$ cat src/inc/tlprq_map.vh
// Constants for the request header generator: register map, header field
// codes and the little header store. Included by every design file.
// Assumes a 32-bit classic Wishbone slave port with byte addressing.
`ifndef TLPRQ_MAP_VH
`define TLPRQ_MAP_VH

// Register byte offsets.
`define TLPRQ_OFS_CTRL 8'h00
`define TLPRQ_OFS_ID 8'h04
`define TLPRQ_OFS_ADDRLO 8'h08
`define TLPRQ_OFS_ADDRHI 8'h0C
`define TLPRQ_OFS_TARGET 8'h10
`define TLPRQ_OFS_MSG 8'h14
`define TLPRQ_OFS_DATA 8'h18
`define TLPRQ_OFS_STATUS 8'h1C

// Control register fields.
`define TLPRQ_CTRL_KIND 2:0
`define TLPRQ_CTRL_UPSTREAM 3
`define TLPRQ_CTRL_WRITE 4
`define TLPRQ_CTRL_TYPE1 5
`define TLPRQ_CTRL_GO 8
`define TLPRQ_CTRL_MASK 32'h0000_003F

// Request kinds.
`define TLPRQ_KIND_IO 3'h0
`define TLPRQ_KIND_CFG 3'h1
`define TLPRQ_KIND_MSG 3'h2
`define TLPRQ_KIND_INTX 3'h3
`define TLPRQ_KIND_MSI 3'h4

// Identifier register fields.
`define TLPRQ_ID_REQ 15:0
`define TLPRQ_ID_TAG 23:16
`define TLPRQ_ID_MASK 32'h00FF_FFFF

// Target register fields.
`define TLPRQ_TGT_BUS 7:0
`define TLPRQ_TGT_DEV 12:8
`define TLPRQ_TGT_FUNC 15:13
`define TLPRQ_TGT_REG 21:16
`define TLPRQ_TGT_EXT 25:22
`define TLPRQ_TGT_FBE 29:26
`define TLPRQ_TGT_MASK 32'h3FFF_FFFF

// Message register fields.
`define TLPRQ_MSG_CODE 7:0
`define TLPRQ_MSG_ROUTE 10:8
`define TLPRQ_MSG_DATA 11
`define TLPRQ_MSG_LINE 13:12
`define TLPRQ_MSG_DEASSERT 14
`define TLPRQ_MSG_TC 17:15
`define TLPRQ_MSG_MASK 32'h0003_FFFF

// Status register fields.
`define TLPRQ_ST_BUSY 0
`define TLPRQ_ST_REFUSED 1
`define TLPRQ_ST_DONE 2
`define TLPRQ_ST_ERRCNT 15:8

// Header field codes.
`define TLPRQ_TYPE_IO 5'h02
`define TLPRQ_TYPE_CFG0 5'h04
`define TLPRQ_TYPE_CFG1 5'h05
`define TLPRQ_TYPE_MWR 5'h00
`define TLPRQ_TYPE_MSG_HI 2'h2
`define TLPRQ_TC0 3'h0
`define TLPRQ_ATTR_NONE 2'h0
`define TLPRQ_LEN_ONE 10'h001
`define TLPRQ_LEN_NONE 10'h000
`define TLPRQ_BE_NONE 4'h0
`define TLPRQ_BE_ALL 4'hF

// Message routing codes.
`define TLPRQ_RT_TO_ROOT 3'h0
`define TLPRQ_RT_ADDR 3'h1
`define TLPRQ_RT_ID 3'h2
`define TLPRQ_RT_BCAST 3'h3
`define TLPRQ_RT_LOCAL 3'h4
`define TLPRQ_RT_GATHER 3'h5
`define TLPRQ_RT_RSV_HI 2'h3

// Virtual-wire interrupt message codes.
`define TLPRQ_CODE_ASSERT 8'h20
`define TLPRQ_CODE_DEASSERT 8'h24
`define TLPRQ_CODE_INTX_HI 5'h04

// Header store and error count step.
`define TLPRQ_MEM_AW 3
`define TLPRQ_MEM_DEPTH 8
`define TLPRQ_DW3 3'h3
`define TLPRQ_DW4 3'h4
`define TLPRQ_DW_1 3'h1
`define TLPRQ_ERR_STEP 8'h01

`endif

$ cat src/design/tlprq_hdr_mem.v
// Small word store that holds one request packet while it is sent.
// Assumes one writer and one reader on the same clock; read data is
// registered, so it appears one edge after the read address.
`include "tlprq_map.vh"

module tlprq_hdr_mem (
    // Clock
    input wire core_clk,
    // Write port
    input wire wrEn,
    input wire [`TLPRQ_MEM_AW-1:0] wrAddr,
    input wire [31:0] wrData,
    // Read port
    input wire [`TLPRQ_MEM_AW-1:0] rdAddr,
    output reg [31:0] rdData_q
);
    reg [31:0] words [0:`TLPRQ_MEM_DEPTH-1];

    always @(posedge core_clk) begin
        if (wrEn) begin
            words[wrAddr] <= wrData;
        end
        rdData_q <= words[rdAddr];
    end
endmodule

$ cat src/design/tlprq_host_ctrl.v
// Request generator that drives a header-checking port from outside.
// Software sets up one request over Wishbone, then starts it; the block
// builds the packet and sends it word by word with valid and ready.
// Assumes the checking port answers ready and pulses its malformed flag.
//
// Contract
// - I/O requests: address routed, 32-bit address.
// - I/O: TC0, attr 0, length 1, last BE 0.
// - Config requests: ID routed, three-word header.
// - Config header carries register and extended numbers.
// - Config: TC0, attr 0, length 1, last BE 0.
// - Messages carry requester ID, tag, message code.
// - Msg type; data only vendor or slot power.
// - Message attr and bytes 8-15 reserved; address-routed messages carry addrHi_q and addrLo_q there.
// - Messages are posted, no completion awaited.
// - Gathered routing only for the turn-off acknowledge.
// - Eight interrupt messages, assert/deassert per line.
// - Interrupt messages: no payload, Msg, length reserved.
// - Only upstream ports send interrupt messages.
// - Interrupt messages use TC0, receiver checks.
// - Interrupt messages: local routing, codes 20h-27h.
`include "tlprq_map.vh"

module tlprq_host_ctrl #(
    // Message codes that vary by system; values are arbitrary defaults.
    parameter [7:0] PME_TO_ACK_CODE = 8'h01,
    parameter [7:0] SLOT_PWR_CODE = 8'h02,
    parameter [7:0] VENDOR_CODE_A = 8'h03,
    parameter [7:0] VENDOR_CODE_B = 8'h04
) (
    // Clock and reset
    input wire core_clk,
    input wire sys_rst,
    // Wishbone slave
    input wire wbCyc,
    input wire wbStb,
    input wire wbWe,
    input wire [7:0] wbAdr,
    input wire [3:0] wbSel,
    input wire [31:0] wbDatW,
    output reg [31:0] wbDatR_q,
    output reg wbAck_q,
    // Packet stream toward the checking port
    output reg txValid_q,
    output reg txSop_q,
    output reg txEop_q,
    output reg [31:0] txData_q,
    input wire txReady,
    // Error pulse from the checking port
    input wire malformedPulse
);
    localparam [2:0] ST_IDLE = 3'h0;
    localparam [2:0] ST_LOAD = 3'h1;
    localparam [2:0] ST_FETCH = 3'h2;
    localparam [2:0] ST_SHOW = 3'h3;
    localparam [2:0] ST_WAIT = 3'h4;

    reg [31:0] ctrl_q;
    reg [31:0] id_q;
    reg [31:0] addrLo_q;
    reg [31:0] addrHi_q;
    reg [31:0] target_q;
    reg [31:0] msg_q;
    reg [31:0] data_q;
    reg refused_q;
    reg done_q;
    reg [7:0] errCnt_q;
    reg [2:0] state_q;
    reg [2:0] idx_q;
    reg [2:0] nWords_q;

    // Byte-lane merge used by every writable register.
    function [31:0] mergeBytes;
        input [31:0] old;
        input [31:0] wdat;
        input [3:0] sel;
        input [31:0] mask;
        integer i;
        begin
            mergeBytes = old;
            for (i = 0; i < 4; i = i + 1) begin
                if (sel[i]) begin
                    mergeBytes[i*8 +: 8] = wdat[i*8 +: 8];
                end
            end
            mergeBytes = mergeBytes & mask;
        end
    endfunction

    // Builds the first header word from its variable fields.
    function [31:0] firstWord;
        input hasData;
        input fourDw;
        input [4:0] typ;
        input [2:0] tc;
        input [9:0] len;
        begin
            firstWord = {1'b0, hasData, fourDw, typ, 1'b0, tc, 4'h0,
                2'b00, `TLPRQ_ATTR_NONE, 2'b00, len};
        end
    endfunction

    wire busy = (state_q != ST_IDLE);
    wire wbReq = wbCyc & wbStb & ~wbAck_q;
    wire wbWr = wbReq & wbWe;
    wire [7:0] ofs = {wbAdr[7:2], 2'b00};
    wire [2:0] kind = ctrl_q[`TLPRQ_CTRL_KIND];
    wire [7:0] msgCode = msg_q[`TLPRQ_MSG_CODE];
    wire [2:0] route = msg_q[`TLPRQ_MSG_ROUTE];
    wire msgData = msg_q[`TLPRQ_MSG_DATA];
    wire [15:0] reqId = id_q[`TLPRQ_ID_REQ];
    wire [7:0] tag = id_q[`TLPRQ_ID_TAG];
    wire [3:0] firstBe = target_q[`TLPRQ_TGT_FBE];
    wire goWrite = wbWr && ofs == `TLPRQ_OFS_CTRL && wbSel[1] &&
        wbDatW[`TLPRQ_CTRL_GO];
    wire fieldWr = wbWr & ~busy;

    // Header words for the request now set up.
    reg [31:0] dw0;
    reg [31:0] dw1;
    reg [31:0] dw2;
    reg [31:0] dw3;
    reg hasData;
    reg fourDw;
    reg [7:0] intxCode;
    reg refuse;

    always @* begin
        hasData = 1'b0;
        fourDw = 1'b0;
        dw0 = 32'h0000_0000;
        dw1 = {reqId, tag, `TLPRQ_BE_NONE, firstBe};
        dw2 = {addrLo_q[31:2], 2'b00};
        dw3 = 32'h0000_0000;
        intxCode = (msg_q[`TLPRQ_MSG_DEASSERT] ? `TLPRQ_CODE_DEASSERT :
            `TLPRQ_CODE_ASSERT) + {6'h00, msg_q[`TLPRQ_MSG_LINE]};
        refuse = 1'b0;
        case (kind)
            `TLPRQ_KIND_IO: begin
                hasData = ctrl_q[`TLPRQ_CTRL_WRITE];
                dw0 = firstWord(hasData, 1'b0, `TLPRQ_TYPE_IO, `TLPRQ_TC0,
                    `TLPRQ_LEN_ONE);
            end
            `TLPRQ_KIND_CFG: begin
                hasData = ctrl_q[`TLPRQ_CTRL_WRITE];
                dw0 = firstWord(hasData, 1'b0, ctrl_q[`TLPRQ_CTRL_TYPE1] ?
                    `TLPRQ_TYPE_CFG1 : `TLPRQ_TYPE_CFG0, `TLPRQ_TC0,
                    `TLPRQ_LEN_ONE);
                dw2 = {target_q[`TLPRQ_TGT_BUS], target_q[`TLPRQ_TGT_DEV],
                    target_q[`TLPRQ_TGT_FUNC], 4'h0,
                    target_q[`TLPRQ_TGT_EXT], target_q[`TLPRQ_TGT_REG],
                    2'b00};
            end
            `TLPRQ_KIND_MSI: begin
                // A 64-bit form is used whenever the upper half is set.
                hasData = 1'b1;
                fourDw = (addrHi_q != 32'h0000_0000);
                dw0 = firstWord(1'b1, fourDw, `TLPRQ_TYPE_MWR,
                    `TLPRQ_TC0, `TLPRQ_LEN_ONE);
                dw2 = fourDw ? addrHi_q : {addrLo_q[31:2], 2'b00};
                dw3 = {addrLo_q[31:2], 2'b00};
            end
            `TLPRQ_KIND_MSG: begin
                hasData = msgData;
                fourDw = 1'b1;
                dw0 = firstWord(hasData, 1'b1, {`TLPRQ_TYPE_MSG_HI, route},
                    msg_q[`TLPRQ_MSG_TC], hasData ? `TLPRQ_LEN_ONE :
                    `TLPRQ_LEN_NONE);
                dw1 = {reqId, tag, msgCode};
                if (route == `TLPRQ_RT_ADDR) begin
                    dw2 = addrHi_q;
                    dw3 = {addrLo_q[31:2], 2'b00};
                end else begin
                    dw2 = 32'h0000_0000;
                end
                refuse = (route[2:1] == `TLPRQ_RT_RSV_HI) ||
                    (route == `TLPRQ_RT_GATHER &&
                    msgCode != PME_TO_ACK_CODE) ||
                    (msgCode[7:3] == `TLPRQ_CODE_INTX_HI) ||
                    (msgData && msgCode != VENDOR_CODE_A &&
                    msgCode != VENDOR_CODE_B &&
                    msgCode != SLOT_PWR_CODE) ||
                    (msgCode == SLOT_PWR_CODE && !msgData);
            end
            `TLPRQ_KIND_INTX: begin
                fourDw = 1'b1;
                dw0 = firstWord(1'b0, 1'b1,
                    {`TLPRQ_TYPE_MSG_HI, `TLPRQ_RT_LOCAL}, `TLPRQ_TC0,
                    `TLPRQ_LEN_NONE);
                dw1 = {reqId, tag, intxCode};
                dw2 = 32'h0000_0000;
                refuse = ~ctrl_q[`TLPRQ_CTRL_UPSTREAM];
            end
            default: begin
                refuse = 1'b1;
            end
        endcase
    end

    wire [2:0] nWords = (fourDw ? `TLPRQ_DW4 : `TLPRQ_DW3) +
        {2'b00, hasData};
    reg [31:0] loadWord;

    always @* begin
        case (idx_q)
            3'h0: loadWord = dw0;
            3'h1: loadWord = dw1;
            3'h2: loadWord = dw2;
            3'h3: loadWord = fourDw ? dw3 : data_q;
            default: loadWord = data_q;
        endcase
    end

    wire [31:0] rdData;

    tlprq_hdr_mem mem (
        .core_clk(core_clk),
        .wrEn(state_q == ST_LOAD),
        .wrAddr(idx_q),
        .wrData(loadWord),
        .rdAddr(idx_q),
        .rdData_q(rdData)
    );

    // Register file; field writes are ignored while a packet is in flight
    // so that the header cannot change under the sender.
    always @(posedge core_clk) begin
        if (sys_rst) begin
            ctrl_q <= 32'h0000_0000;
            id_q <= 32'h0000_0000;
            addrLo_q <= 32'h0000_0000;
            addrHi_q <= 32'h0000_0000;
            target_q <= 32'h0000_0000;
            msg_q <= 32'h0000_0000;
            data_q <= 32'h0000_0000;
            wbAck_q <= 1'b0;
            wbDatR_q <= 32'h0000_0000;
        end else begin
            wbAck_q <= wbReq;
            wbDatR_q <= 32'h0000_0000;
            if (wbReq && !wbWe) begin
                case (ofs)
                    `TLPRQ_OFS_CTRL: wbDatR_q <= ctrl_q;
                    `TLPRQ_OFS_ID: wbDatR_q <= id_q;
                    `TLPRQ_OFS_ADDRLO: wbDatR_q <= addrLo_q;
                    `TLPRQ_OFS_ADDRHI: wbDatR_q <= addrHi_q;
                    `TLPRQ_OFS_TARGET: wbDatR_q <= target_q;
                    `TLPRQ_OFS_MSG: wbDatR_q <= msg_q;
                    `TLPRQ_OFS_DATA: wbDatR_q <= data_q;
                    `TLPRQ_OFS_STATUS: begin
                        wbDatR_q[`TLPRQ_ST_BUSY] <= busy;
                        wbDatR_q[`TLPRQ_ST_REFUSED] <= refused_q;
                        wbDatR_q[`TLPRQ_ST_DONE] <= done_q;
                        wbDatR_q[`TLPRQ_ST_ERRCNT] <= errCnt_q;
                    end
                    default: wbDatR_q <= 32'h0000_0000;
                endcase
            end
            if (fieldWr) begin
                case (ofs)
                    `TLPRQ_OFS_CTRL: ctrl_q <= mergeBytes(ctrl_q, wbDatW,
                        wbSel, `TLPRQ_CTRL_MASK);
                    `TLPRQ_OFS_ID: id_q <= mergeBytes(id_q, wbDatW, wbSel,
                        `TLPRQ_ID_MASK);
                    `TLPRQ_OFS_ADDRLO: addrLo_q <= mergeBytes(addrLo_q,
                        wbDatW, wbSel, 32'hFFFF_FFFC);
                    `TLPRQ_OFS_ADDRHI: addrHi_q <= mergeBytes(addrHi_q,
                        wbDatW, wbSel, 32'hFFFF_FFFF);
                    `TLPRQ_OFS_TARGET: target_q <= mergeBytes(target_q,
                        wbDatW, wbSel, `TLPRQ_TGT_MASK);
                    `TLPRQ_OFS_MSG: msg_q <= mergeBytes(msg_q, wbDatW,
                        wbSel, `TLPRQ_MSG_MASK);
                    `TLPRQ_OFS_DATA: data_q <= mergeBytes(data_q, wbDatW,
                        wbSel, 32'hFFFF_FFFF);
                    default: ;
                endcase
            end
        end
    end

    // Status flags: a hardware set in the same cycle as a clear wins.
    wire stClr = wbWr && ofs == `TLPRQ_OFS_STATUS && wbSel[0];
    wire goTake = goWrite & ~busy;
    wire goRefuse = goWrite & (busy | refuse);
    wire sentLast = (state_q == ST_WAIT) & txReady & txEop_q;

    always @(posedge core_clk) begin
        if (sys_rst) begin
            refused_q <= 1'b0;
            done_q <= 1'b0;
            errCnt_q <= 8'h00;
        end else begin
            refused_q <= goRefuse |
                (refused_q & ~(stClr & wbDatW[`TLPRQ_ST_REFUSED]));
            done_q <= sentLast |
                (done_q & ~(stClr & wbDatW[`TLPRQ_ST_DONE]));
            if (malformedPulse) begin
                errCnt_q <= errCnt_q + `TLPRQ_ERR_STEP;
            end
        end
    end

    // Sender: load the store, then send each word with valid and ready.
    // Messages end at the last word; nothing waits for a completion.
    always @(posedge core_clk) begin
        if (sys_rst) begin
            state_q <= ST_IDLE;
            idx_q <= 3'h0;
            nWords_q <= 3'h0;
            txValid_q <= 1'b0;
            txSop_q <= 1'b0;
            txEop_q <= 1'b0;
            txData_q <= 32'h0000_0000;
        end else begin
            case (state_q)
                ST_IDLE: begin
                    idx_q <= 3'h0;
                    if (goTake && !refuse) begin
                        nWords_q <= nWords;
                        state_q <= ST_LOAD;
                    end
                end
                ST_LOAD: begin
                    if (idx_q == nWords_q - `TLPRQ_DW_1) begin
                        idx_q <= 3'h0;
                        state_q <= ST_FETCH;
                    end else begin
                        idx_q <= idx_q + `TLPRQ_DW_1;
                    end
                end
                ST_FETCH: begin
                    state_q <= ST_SHOW;
                end
                ST_SHOW: begin
                    txData_q <= rdData;
                    txValid_q <= 1'b1;
                    txSop_q <= (idx_q == 3'h0);
                    txEop_q <= (idx_q == nWords_q - `TLPRQ_DW_1);
                    state_q <= ST_WAIT;
                end
                ST_WAIT: begin
                    if (txReady) begin
                        txValid_q <= 1'b0;
                        txSop_q <= 1'b0;
                        txEop_q <= 1'b0;
                        if (txEop_q) begin
                            state_q <= ST_IDLE;
                        end else begin
                            idx_q <= idx_q + `TLPRQ_DW_1;
                            state_q <= ST_FETCH;
                        end
                    end
                end
                default: begin
                    state_q <= ST_IDLE;
                end
            endcase
        end
    end
endmodule

$ cat config.mk
export PLATFORM = sky130hd
export DESIGN_NAME = tlprq_host_ctrl
export DESIGN_NICKNAME = d
export VERILOG_FILES = /design/src/design/tlprq_hdr_mem.v /design/src/design/tlprq_host_ctrl.v
export VERILOG_INCLUDE_DIRS = /design/src /design/src/inc
export SDC_FILE = /design/constraint.sdc
export NUM_CORES = 1
export LEC_CHECK = 0
export BUFFER_PORTS_ARGS = -buffer_cell sky130_fd_sc_hd__buf_4
export CORE_ASPECT_RATIO = 1.75
export CORE_MARGIN = 10
export CORE_UTILIZATION = 39
export CTS_CLUSTER_DIAMETER = 40
export DETAILED_ROUTE_END_ITERATION = 7
export PLACE_DENSITY_LB_ADDON = 0.2
export SLEW_MARGIN = 20
export SYNTH_ARGS = -nofsm -noshare
export SYNTH_HDL_FRONTEND = slang
export SYNTH_SLANG_ARGS = --single-unit
$ cat constraint.sdc
create_clock -name core_clk -period 10 [get_ports core_clk]
set_clock_uncertainty 0.15 [all_clocks]
set_input_delay 1 -clock core_clk [delete_from_list [all_inputs] [get_ports core_clk]]
set_output_delay 1 -clock core_clk [all_outputs]
set_load 0.02 [all_outputs]
==> results.txt <==
Max VDD drop: 0.1242 mV
worst hold start: mem.rdData_q[0]
outcome: complete, no violations
DRT iter0 DRCs: 1392
sequential share of the synthesized area: 62.14%
Remaining DRCs: 0
# nets final: 2084
Die Ht: 332.4 µm
cell count after synthesis: 1947
largest net degree at the start of global routing: 177
CTS hold repair buffers: 0
Pwr Total: 0.004414 W
GPL Wtd Cong: 0.9459
critical path's largest stage delay: 770 ps
worst-margin pin slew: 1156 ps
Chip Width: 198.5 µm
crit end category: flip-flop
I/O Buffers: 116
htree depth: 2
Tmin final: 4114 ps
worst hold stages: 2
Net Count, Synth: 2007
dpl cells: 2665
most common cell after layout, fill and taps aside: dfxtp_1
setup bufs post-CTS: 0
initial antenna violation count: 1
clk_lat worst skew: 600 ps
Post-synth ARST share: 0%
Pleak: 8.287 nW
Worst Path Required: 10150 ps
via count: 16470
main flop type after synthesis: dfxtp_1
R2R Path Start: idx_q[0]
maxcap violations: 0
RSZ-0062 raised after global routing: no
Max Freq: 243.0 MHz
core box area: 55200 µm²
Die Area: 65980 µm²
CTS tree: yes
Worst Path Max Fanout: 15
via/cell ratio: 5.959
#FFs+latches synth: 547
DRT antenna net count: 0
num rows: 114
RR Endpoint: mem.words[0][22]
Unique masters post-synth: 60
root buf cell: clkbuf_16
Rel. slew slack: 22.96%
R2R setup slack: 5890 ps
Worst path top cell family by delay: compound AO/OA/AOI/OAI gates
Final Instance Count excl. Fillers: 2763
layout cell share with drive strength beyond 1: 13.84%
vias in the first global route: 16680
Final Slew Violations: 0
worst setup path category: reg -> reg
area delta synth->final: 15.49%
I/O pins: 119
hold path endpoint: txData_q[0]
Cell Chain, Critical Path: inv_1, ha_1, and3_1, buf_4, a222oi_1, nor2_1, a221o_1, a221o_1
critical path arrival: 4270 ps
startpoint types: flip-flop
Initial Util: 39.39%
endpoints failing setup: 0
global-route wire length before repair: 108000 µm
most frequent cells in the layout: dfxtp_1, edfxtp_1, nand2_1
clk sink count: 547
setup TNS: 0 ps
clk buf depth: 3
final hold violation count: 0
Post-synth EDFFs: 256
gr ovfl total: 0
filler cell count: 5201
wire per inst: 26.35 µm
all-layer global routing usage: 21.62%
Reg2Reg Depth: 8
hpwl dp: 48910 µm
Pre-antenna DRT Iters: 7
final WL: 72790 µm
CP dominant cell by count: a221o_1
Syn Area/Cell: 11.17 µm²
Ys Warns: 0
Tightest Hold Check Type: reg -> reg
clk slew on worst S/H paths: 70 ps
Crit-path slowest cell: dfxtp_1
Cell Pwr Density: 175.8 nW/µm²
Worst Path Buf+Inv: 2
final period utilization: 41.14%
post-CTS resize count: 0
TritonCTS Buffers: 53
synthesized cell area: 21750 µm²
[tightest hold or removal path: stages (launching register included)]
cell and delay, ps:
dfxtp_1 300, nand2_1 50, a21oi_1 50
[logic make-up (layout without fill, tap and decap cells)]
| family | count (synthesis) | count (layout) | synth area share (%) |
|---|---|---|---|
| buffers and inverters | 141 | 260 | 2.566 |
| multiplexers | 125 | 125 | 5.857 |
| other | 0 | 1 | 0 |
| AO/OA/AOI/OAI | 577 | 577 | 17.38 |
| XOR/XNOR | 10 | 10 | 0.4028 |
| AND/OR/NAND/NOR | 538 | 538 | 11.13 |
| adder cells (fa/ha/maj) | 9 | 9 | 0.5178 |
| flip-flops | 547 | 547 | 62.14 |
[synth_stat cells (all sizes together) (7+ instances only)]
cell type / number / area share, %
o21ai: 116 / 2.7
nand2b: 13 / 0.37
a21o: 11 / 0.38
a31oi: 21 / 0.60
mux2: 8 / 0.41
a22oi: 198 / 6.8
nor2b: 15 / 0.43
inv: 8 / 0.14
nand4: 49 / 1.4
a21oi: 151 / 3.5
nor3: 16 / 0.37
nor4: 19 / 0.58
clkbuf: 121 / 2.1
edfxtp: 256 / 35
ha: 9 / 0.52
xor2: 7 / 0.28
a221o: 24 / 1.1
nor2: 180 / 3.2
and2: 7 / 0.20
buf: 11 / 0.32
a221oi: 12 / 0.48
a222oi: 15 / 0.69
mux2i: 117 / 5.4
dfxtp: 291 / 27
nand2: 209 / 3.6
[through the flow]
| stage | hold WS, ps | setup slack [ps] | util (%) | area (µm²) |
|---|---|---|---|---|
| after floorplan | 267.4 | 5088 | - | 21750 |
| after global placement | 279.0 | 5997 | 42.33 | 23370 |
| after detailed placement | 277.8 | 5955 | 42.33 | 23370 |
| after CTS | 286.8 | 5955 | 45.49 | 25110 |
| after global routing | 301.0 | 5784 | 45.50 | 25110 |
| final | 286.3 | 5886 | 45.50 | 25110 |
[worst max path at each step]
stage,endpoint,start,depth (start not counted)
5_1_grt,mem.words[5][22],idx_q[0],8
4_1_cts,mem.words[2][22],idx_q[0],8
6_report,mem.words[0][22],idx_q[0],8
2_1_floorplan,mem.words[0][0],idx_q[2],5
3_5_place_dp,mem.words[7][22],idx_q[0],8
3_3_place_gp,mem.words[4][22],idx_q[0],8
[registers in the layout, indices dropped and copies added, names as in the netlist, 30 cells and up]
register and cells:
mem.rdData_q 32, addrLo_q 30, mem.words 256, txData_q 32
wbDatR_q 32, data_q 32, addrHi_q 32, target_q 30
[per-layer routing]
metal | vias to the layer above | global-route usage (%) | routed length, µm
li1 | 7478 | - | -
met1 | 8146 | 23.92 | 26760
met2 | 649 | 38.36 | 37270
met3 | 193 | 3.125 | 4284
met4 | 0 | 12.74 | 4481
met5 | - | 0 | 0
[final cells by class]
cell class	count	area, µm²	area share, %
Clock buffer	72	1479	5.889
Antenna cell	1	2.502	0.009964
Multi-Input combinational cell	1259	7776	30.96
Tap cell	696	870.8	3.468
Timing Repair Buffer	154	1172	4.668
Sequential cell	547	13510	53.81
Clock inverter	25	265.3	1.056
Inverter	9	33.78	0.1345
[power by group]
group	internal (W)	switching, W
Combinational	0.0000213	0.0000521
Sequential	0.00232	0.00000193
Clock	0.00113	0.000891
No activity file was read; power rests on OpenSTA's default activity.
